--- src/pcgpio_defs.svh ---
`ifndef PCGPIO_DEFS_SVH
`define PCGPIO_DEFS_SVH
// ----------------------------------------
// Register byte addresses
// ----------------------------------------
`define PCG_OFF_PIN_DATA 12'h000
`define PCG_OFF_LATCH 12'h004
`define PCG_OFF_DIR 12'h008
`define PCG_OFF_OD_A 12'h00c
`define PCG_OFF_OD_B 12'h010
`define PCG_OFF_PERIPH 12'h014
// ----------------------------------------
// Reset values
// ----------------------------------------
`define PCG_RST_DIR 8'hff
`define PCG_RST_LATCH 8'h00
`define PCG_RST_OD 8'h00
`define PCG_RST_PERIPH 8'h01
// ----------------------------------------
// Open-drain control field positions
// ----------------------------------------
`define PCG_ODA_SERIAL_ONE 7
`define PCG_ODA_COMPARE_TWO 6
`define PCG_ODA_COMPARE_ONE 5
`define PCG_ODA_SERIAL_TWO 0
`define PCG_ODB_USART_TWO 7
`define PCG_ODB_USART_ONE 6
`define PCG_ODB_CHARGE_TIMER 0
// ----------------------------------------
// Peripheral control field positions
// ----------------------------------------
`define PCG_PC_CCP2_MAP 0
`define PCG_PC_SECONDARY_OSCILLATOR_EN 1
`define PCG_PC_P1A_TRI 2
`define PCG_PC_P2A_TRI 3
`endif

--- src/pcgpio_pkg.sv ---
package pcgpio_pkg;
  typedef logic [7:0] pcgpio_byte_t;
  typedef enum logic [1:0] {PCGPIO_SER_OFF, PCGPIO_SER_SPI, PCGPIO_SER_I2C} pcgpio_ser_e;
endpackage

--- src/pcgpio_port.sv ---
// Design decisions made here: the APB interface to the registers and the register offsets.
`timescale 1ns/1ps
`default_nettype none
`include "pcgpio_defs.svh"
//
// Contract
// - Eight pins, each with direction, latch and pin-data bits.
// - Direction 1 is input; 0 drives the pin from the latch.
// - Writing pin data register loads the output latches.
// - Every pin is a digital input after reset.
// - Enabled peripherals override pin direction; here I2C, the secondary oscillator and the PWM shutdown tri-state do.
// - Direction read returns stored bits despite overrides.
// - Don't-care functions act regardless of direction bit.
// - Open-drain select for compare, SPI and USART pin functions.
// - Compare two on pin 1 when map bit is 1; output beats latch.
// - Pin 2 carries compare one output, else feeds its capture.
// - PWM channel A may tri-state during shutdown.
// - Pin 3 drives SPI clock when output, else clock input.
// - I2C clock and data on pins 3 and 4 override the latch.
// - SPI data in on pin 4, data out on pin 5 when output.
// - USART transmit on pin 6 overrides latch; pin 7 receives.
// - Sync USART: pin 6 clock, pin 7 data; software sets input.
// - Pin 0 external clock only while secondary oscillator off.
module pcgpio_port (
  input wire logic pclk,
  input wire logic presetn,
  input wire logic psel,
  input wire logic penable,
  input wire logic pwrite,
  input wire logic [11:0] paddr,
  input wire logic [31:0] pwdata,
  input wire logic [3:0] pstrb,
  output logic [31:0] prdata,
  output logic pready,
  output logic pslverr,
  input wire logic [7:0] pin_in,
  output logic [7:0] pin_out,
  output logic [7:0] pin_oe,
  input wire logic ccp1_en,
  input wire logic ccp1_out,
  input wire logic p1a_shutdown,
  output logic ccp1_capture_in,
  input wire logic ccp2_en,
  input wire logic ccp2_out,
  input wire logic p2a_shutdown,
  output logic ccp2_capture_in,
  input wire logic [1:0] ser_mode,
  input wire logic spi_clock_out,
  input wire logic spi_data_out,
  output logic spi_clock_in,
  output logic spi_data_in,
  input wire logic i2c_clock_oe,
  input wire logic i2c_data_oe,
  output logic i2c_clock_in,
  output logic i2c_data_in,
  input wire logic usart_en,
  input wire logic usart_sync,
  input wire logic usart_transmit,
  input wire logic usart_sync_data_out,
  output logic usart_receive_in,
  output logic usart_sync_clock_in,
  output logic ext_digital_clock_in
);
  // ----------------------------------------
  // Registers
  // ----------------------------------------
  pcgpio_pkg::pcgpio_byte_t dir_q;
  pcgpio_pkg::pcgpio_byte_t latch_q;
  pcgpio_pkg::pcgpio_byte_t od_a_q;
  pcgpio_pkg::pcgpio_byte_t od_b_q;
  pcgpio_pkg::pcgpio_byte_t periph_q;
  logic [7:0] sync1_q;
  logic [7:0] sync2_q;
  logic [7:0] sync3_q;
  logic [7:0] pins_q;
  logic [7:0] drv_d;
  logic [7:0] oe_d;
  logic [7:0] cap_d;
  logic wr_en;
  logic rd_en;
  logic hit;
  logic spi_on;
  logic i2c_on;
  logic ccp2_here;
  logic secondary_oscillator_on;
  logic [31:0] rdata_d;

  assign wr_en = psel && penable && pwrite && pstrb[0];
  assign rd_en = psel && !penable && !pwrite;
  assign spi_on = ser_mode == 2'(pcgpio_pkg::PCGPIO_SER_SPI);
  assign i2c_on = ser_mode == 2'(pcgpio_pkg::PCGPIO_SER_I2C);
  assign ccp2_here = periph_q[`PCG_PC_CCP2_MAP];
  assign secondary_oscillator_on = periph_q[`PCG_PC_SECONDARY_OSCILLATOR_EN];

  // ----------------------------------------
  // Pin input synchroniser
  // ----------------------------------------
  // Three stages; a change counts only once stages two and three agree
  always_ff @(posedge pclk or negedge presetn)
  begin
    if (!presetn)
    begin
      sync1_q <= 8'h00;
      sync2_q <= 8'h00;
      sync3_q <= 8'h00;
      pins_q <= 8'h00;
    end
    else
    begin
      sync1_q <= pin_in;
      sync2_q <= sync1_q;
      sync3_q <= sync2_q;
      pins_q <= (sync2_q & sync3_q) | (pins_q & (sync2_q ^ sync3_q));
    end
  end

  // ----------------------------------------
  // Register writes
  // ----------------------------------------
  // Writes take effect in the access phase only; always zero-wait
  always_ff @(posedge pclk or negedge presetn)
  begin
    if (!presetn)
    begin
      dir_q <= `PCG_RST_DIR;
      latch_q <= `PCG_RST_LATCH;
      od_a_q <= `PCG_RST_OD;
      od_b_q <= `PCG_RST_OD;
      periph_q <= `PCG_RST_PERIPH;
    end
    else if (wr_en)
    begin
      case (paddr)
        `PCG_OFF_PIN_DATA: latch_q <= pwdata[7:0];
        `PCG_OFF_LATCH: latch_q <= pwdata[7:0];
        `PCG_OFF_DIR: dir_q <= pwdata[7:0];
        `PCG_OFF_OD_A: od_a_q <= pwdata[7:0] & 8'he1;
        `PCG_OFF_OD_B: od_b_q <= pwdata[7:0] & 8'hc1;
        `PCG_OFF_PERIPH: periph_q <= pwdata[7:0] & 8'h0f;
        default: ;
      endcase
    end
  end

  // ----------------------------------------
  // Pin muxing
  // ----------------------------------------
  always_comb
  begin
    drv_d = latch_q;
    oe_d = ~dir_q;
    cap_d = 8'h00;
    // oscillator owns pins 0 and 1
    if (secondary_oscillator_on)
    begin
      oe_d[1:0] = 2'b00;
    end
    if (ccp2_en && ccp2_here && !secondary_oscillator_on)
    begin
      drv_d[1] = ccp2_out;
      if (periph_q[`PCG_PC_P2A_TRI] && p2a_shutdown)
        oe_d[1] = 1'b0;
      if (od_a_q[`PCG_ODA_COMPARE_TWO] && ccp2_out)
        oe_d[1] = 1'b0;
    end
    if (ccp1_en)
    begin
      drv_d[2] = ccp1_out;
      if (periph_q[`PCG_PC_P1A_TRI] && p1a_shutdown)
        oe_d[2] = 1'b0;
      if (od_a_q[`PCG_ODA_COMPARE_ONE] && ccp1_out)
        oe_d[2] = 1'b0;
    end
    if (spi_on)
    begin
      drv_d[3] = spi_clock_out;
      // SPI data out on pin 5
      drv_d[5] = spi_data_out;
      if (od_a_q[`PCG_ODA_SERIAL_ONE])
      begin
        oe_d[3] = oe_d[3] && !spi_clock_out;
        oe_d[5] = oe_d[5] && !spi_data_out;
      end
    end
    // I2C pulls pins low, overriding direction
    if (i2c_on)
    begin
      drv_d[4:3] = 2'b00;
      oe_d[3] = i2c_clock_oe;
      oe_d[4] = i2c_data_oe;
    end
    if (usart_en)
    begin
      // sync mode: pin 6 clock, pin 7 data, direction from software
      drv_d[6] = usart_transmit;
      if (usart_sync)
        drv_d[7] = usart_sync_data_out;
      if (od_b_q[`PCG_ODB_USART_ONE])
      begin
        oe_d[6] = oe_d[6] && !drv_d[6];
        oe_d[7] = oe_d[7] && !drv_d[7];
      end
    end
    cap_d = pins_q;
  end

  // ----------------------------------------
  // Registered pin and peripheral outputs
  // ----------------------------------------
  always_ff @(posedge pclk or negedge presetn)
  begin
    if (!presetn)
    begin
      pin_out <= 8'h00;
      pin_oe <= 8'h00;
      ccp1_capture_in <= 1'b0;
      ccp2_capture_in <= 1'b0;
      spi_clock_in <= 1'b0;
      spi_data_in <= 1'b0;
      i2c_clock_in <= 1'b1;
      i2c_data_in <= 1'b1;
      usart_receive_in <= 1'b1;
      usart_sync_clock_in <= 1'b0;
      ext_digital_clock_in <= 1'b0;
    end
    else
    begin
      pin_out <= drv_d;
      pin_oe <= oe_d;
      // capture inputs follow the pins regardless of direction
      ccp1_capture_in <= cap_d[2];
      ccp2_capture_in <= ccp2_here ? cap_d[1] : 1'b0;
      spi_clock_in <= cap_d[3];
      // SPI data in on pin 4
      spi_data_in <= cap_d[4];
      i2c_clock_in <= cap_d[3];
      i2c_data_in <= cap_d[4];
      usart_receive_in <= cap_d[7];
      usart_sync_clock_in <= cap_d[6];
      // clock input only with oscillator off
      ext_digital_clock_in <= secondary_oscillator_on ? 1'b0 : cap_d[0];
    end
  end

  // ----------------------------------------
  // APB read path
  // ----------------------------------------
  always_comb
  begin
    hit = 1'b1;
    rdata_d = 32'h0000_0000;
    case (paddr)
      `PCG_OFF_PIN_DATA: rdata_d[7:0] = pins_q;
      `PCG_OFF_LATCH: rdata_d[7:0] = latch_q;
      `PCG_OFF_DIR: rdata_d[7:0] = dir_q;
      `PCG_OFF_OD_A: rdata_d[7:0] = od_a_q;
      `PCG_OFF_OD_B: rdata_d[7:0] = od_b_q;
      `PCG_OFF_PERIPH: rdata_d[7:0] = periph_q;
      default: hit = 1'b0;
    endcase
  end

  // Data captured in setup so it comes from a flop in the access phase
  always_ff @(posedge pclk or negedge presetn)
  begin
    if (!presetn)
    begin
      prdata <= 32'h0000_0000;
      pready <= 1'b0;
      pslverr <= 1'b0;
    end
    else
    begin
      pready <= psel && !penable;
      pslverr <= psel && !penable && !hit;
      if (rd_en)
        prdata <= rdata_d;
    end
  end
endmodule // pcgpio_port
`default_nettype wire

--- config.mk ---
export PLATFORM = sky130hd
export DESIGN_NAME = pcgpio_port
export DESIGN_NICKNAME = d
export VERILOG_FILES = /design/src/pcgpio_pkg.sv /design/src/pcgpio_port.sv
export VERILOG_INCLUDE_DIRS = /design/src
export SDC_FILE = /design/constraint.sdc
export NUM_CORES = 1
export LEC_CHECK = 0
export BUFFER_PORTS_ARGS = -buffer_cell sky130_fd_sc_hd__clkbuf_2
export CAP_MARGIN = 5
export CORE_UTILIZATION = 49
export DETAILED_ROUTE_END_ITERATION = 6
export GPL_ROUTABILITY_DRIVEN = 0
export PLACE_DENSITY = 0.85
export SKIP_LAST_GASP = 1
export SYNTH_ARGS = -nofsm -noshare
export SYNTH_HDL_FRONTEND = slang
export SYNTH_SLANG_ARGS = --single-unit
--- constraint.sdc ---
create_clock -name pclk -period 1.5 [get_ports pclk]
set_input_delay 0.45 -clock pclk [delete_from_list [all_inputs] [get_ports pclk]]
set_output_delay 0.45 -clock pclk [all_outputs]
set_load 0.1 [all_outputs]
==> metrics.yaml <==
outcome:
  status: "finished, violations left"
  violations: "negative setup slack"
global_routing:
  grt_pass1_vias: 2791
  antenna_found_initial: 0
  track_usage_pct: 23.40
  grt_overflow: 0
  grt_pass1_wl_microns: 14340
  grt_max_degree: 95
pwr:
  p_leak_nw: 2.675
  power.density_mw_per_mm2: 998.9
  total_power_mw: 5.412
  irDropWorstVdd_uv: 586.2
critical_path:
  reg2reg_from: "latch_q[0]$_DFFE_PN0P_"
  start_kind: "input pin"
  worstSetupEndpoint: "od_a_q[5]$_DFFE_PN0P_"
  ff2ff_setup_slack_ns: 0.30
  critPathLaunch: "paddr[6]"
  worstPathMaxFanout: 4
  crit_path_end_kind: "register"
  worstSetupPathType: "input pin to register"
  rr_endpoint: "prdata[0]$_DFFE_PN0P_"
  worstPathRequired_ns: 1.75
  rr_worst_depth: 3
  critPathArrivalTime_ns: 1.91
synthesis:
  yosys_most_used_dff: "dfrtp_1"
  syn_inst: 271
  synth_top_area_share_pct: 54.07
  async_reset_ff_share_pct: 100.0
  synth.yosys.seq_area_share_pct: 62.38
  synth.distinct_cells: 38
  netlist_top_cells_area: "dfrtp_1 (54%), mux2_2 (8.6%), dfstp_2 (8.3%), buf_4 (4.7%), mux2i_1 (3.2%)"
  ys_seq_elements: 94
  yosysWarnings: 0
  synth_edf_count: 0
  synth_top_cell_by_area: "dfrtp_1"
  syn_avg_cell_area_sq_um: 14.00
  synth.cell_area_sq_mm: 0.003795
die:
  start_util_pct: 51.49
  ios: 136
  die_y_microns: 90.01
  die_area_sq_mm: 0.008101
  coreArea_sq_mm: 0.007370
  num_rows: 31
  die_width_microns: 90.01
finish:
  n_antenna_cell: 0
  layout_common_cells: "dfrtp_1 (82), clkbuf_2 (44), buf_12 (36)"
  drive_above_1_share_pct: 49.13
  syn_to_final_growth_pct: 42.76
  design_area_sq_mm: 0.005418
  layout_commonest_cell: "dfrtp_1"
  fin_nets: 483
clock_tree:
  cts_tree: "yes"
  path_clk_slew_ns: 0.09
  cts_buffer_depth: 2
  htreeDepth: 3
  cts.sink_count: 94
  cts-root-buf: "clkbuf_8"
  clock_latency_ns: 0.37
  cts_inserted_buffers: 9
placement:
  place_hpwl_microns: 6492
  dpl_cell_area_sq_mm: 0.005022
  numPortBuffers: 84
timing:
  worst_slack_ns: -0.1591
  holdWs_ns: 0.1176
  slew_violations: 0
  rsz0062_at_grt: "true"
  post-route-min-period_ns: 1.659
  hold_viol_final: 0
  tns_ns: -2.522
  finClkSkew_ns: 0.01614
  period_share_pct: 110.6
  max_freq_mhz: 602.7
  setup_viol: 32
route:
  drtIter0Drc: 161
  avgRoutedWirePerCell_microns: 19.14
  drt_pass1_iterations: 4
  drc: 0
  wl_met3_microns: 648
  highest_layer: "met4"
  route.met2.wl_microns: 4975
  vias: 2657
  drtAntennaViolNets: 0
  met1Wirelength_microns: 3662
  routed_wl_microns: 9607
  vias_per_cell: 5.293
job:
  max_cap_violations: 0
worst_hold_path:
  hold_class: "input pin to asynchronous set/reset pin"
## synth_stat cells, types with 2 or more instances
library cell / number
a21o_1: 10
a21oi_1: 5
a31oi_1: 4
and2_1: 2
and4_1: 2
buf_2: 2
buf_4: 24
clkbuf_1: 2
dfrtp_1: 82
dfstp_2: 12
ha_1: 8
inv_1: 4
mux2_2: 29
mux2_4: 4
mux2i_1: 12
mux4_2: 2
nand2_1: 17
nand2b_1: 3
nand4_1: 4
nor2_1: 8
nor2b_1: 4
nor3_1: 3
nor4_4: 2
o21ai_0: 8
o22a_1: 3
o31ai_1: 2
o41ai_1: 2
## per-stage QoR
step / instances / setup WS [ns] / utilization [%]
detailed placement: 479 / -0.6612 / 68.15
global route: 502 / -0.1787 / 73.51
finish: 502 / -0.1591 / 73.51
global placement: 479 / -0.5249 / 68.15
CTS: 499 / -0.1883 / 72.39
floorplan: 294 / -0.5000 / -
## metal layers
metal,vias up,track usage [%]
met5,-,0
met4,0,9.543
met3,30,5.753
met2,140,40.46
met1,1325,27.97
li1,1162,-
## report_power, final
group / internal, mW / leakage, nW / switching [mW]
combinational: 0.298 / 1.44 / 0.729
sequential: 2.63 / 1.14 / 0.0654
clock: 0.779 / 0.0891 / 0.907
## sequential cells by signal, indices dropped and copies added (netlist names), 4 cells and up
signal	count
sync1_q	8
prdata	8
periph_q	4
cap_d	8
pin_oe	8
dir_q	8
latch_q	8
sync3_q	8
sync2_q	8
od_a_q	4
pin_out	8
## critical path, stage by stage
cell	delay, ns
buf_8	0.10
nor4_4	0.30
nand3_2	0.17
or4_4	0.56
mux2_4	0.32
## final cells by class
cell class | instances | area [sq um]
clock buffers | 10 | 127.6
multi-input cells | 166 | 1409
well taps | 99 | 123.9
repair buffers | 123 | 1305
fillers | 452 | 1952
flip-flops and latches | 94 | 2367
inverters | 4 | 15.01
clock inverters | 6 | 70.07
## how the worst min path moves through the flow
stage	start	endpoint	cells after the start
finish	presetn	spi_clock_in$_DFF_PN0_	2
floorplan	presetn	cap_d[0]$_DFF_PN0_	0
CTS	presetn	spi_data_in$_DFF_PN0_	2
global placement	sync1_q[0]$_DFF_PN0_	sync2_q[0]$_DFF_PN0_	0
global route	presetn	prdata[2]$_DFFE_PN0P_	2
detailed placement	sync1_q[2]$_DFF_PN0_	sync2_q[2]$_DFF_PN0_	0
## timing repair
action                                  4_1_cts  5_1_grt
hold buffers                                  0        0
gates resized for setup                      18       17
pin swaps                                     5        6
endpoints found under the setup margin       34       36
buffers inserted                              4        4
## logic make-up after synthesis
| kind of cell | synth area share, % |
|---|---|
| and+or+nand+nor | 8.012 |
| DFF | 62.38 |
| AOI/OAI and AO/OA | 6.330 |
| muxes | 14.54 |
| other | 0.09882 |
| buffers and inverters | 6.000 |
| adders and majority gates | 2.638 |
No activity file was read; power rests on OpenSTA's default activity.
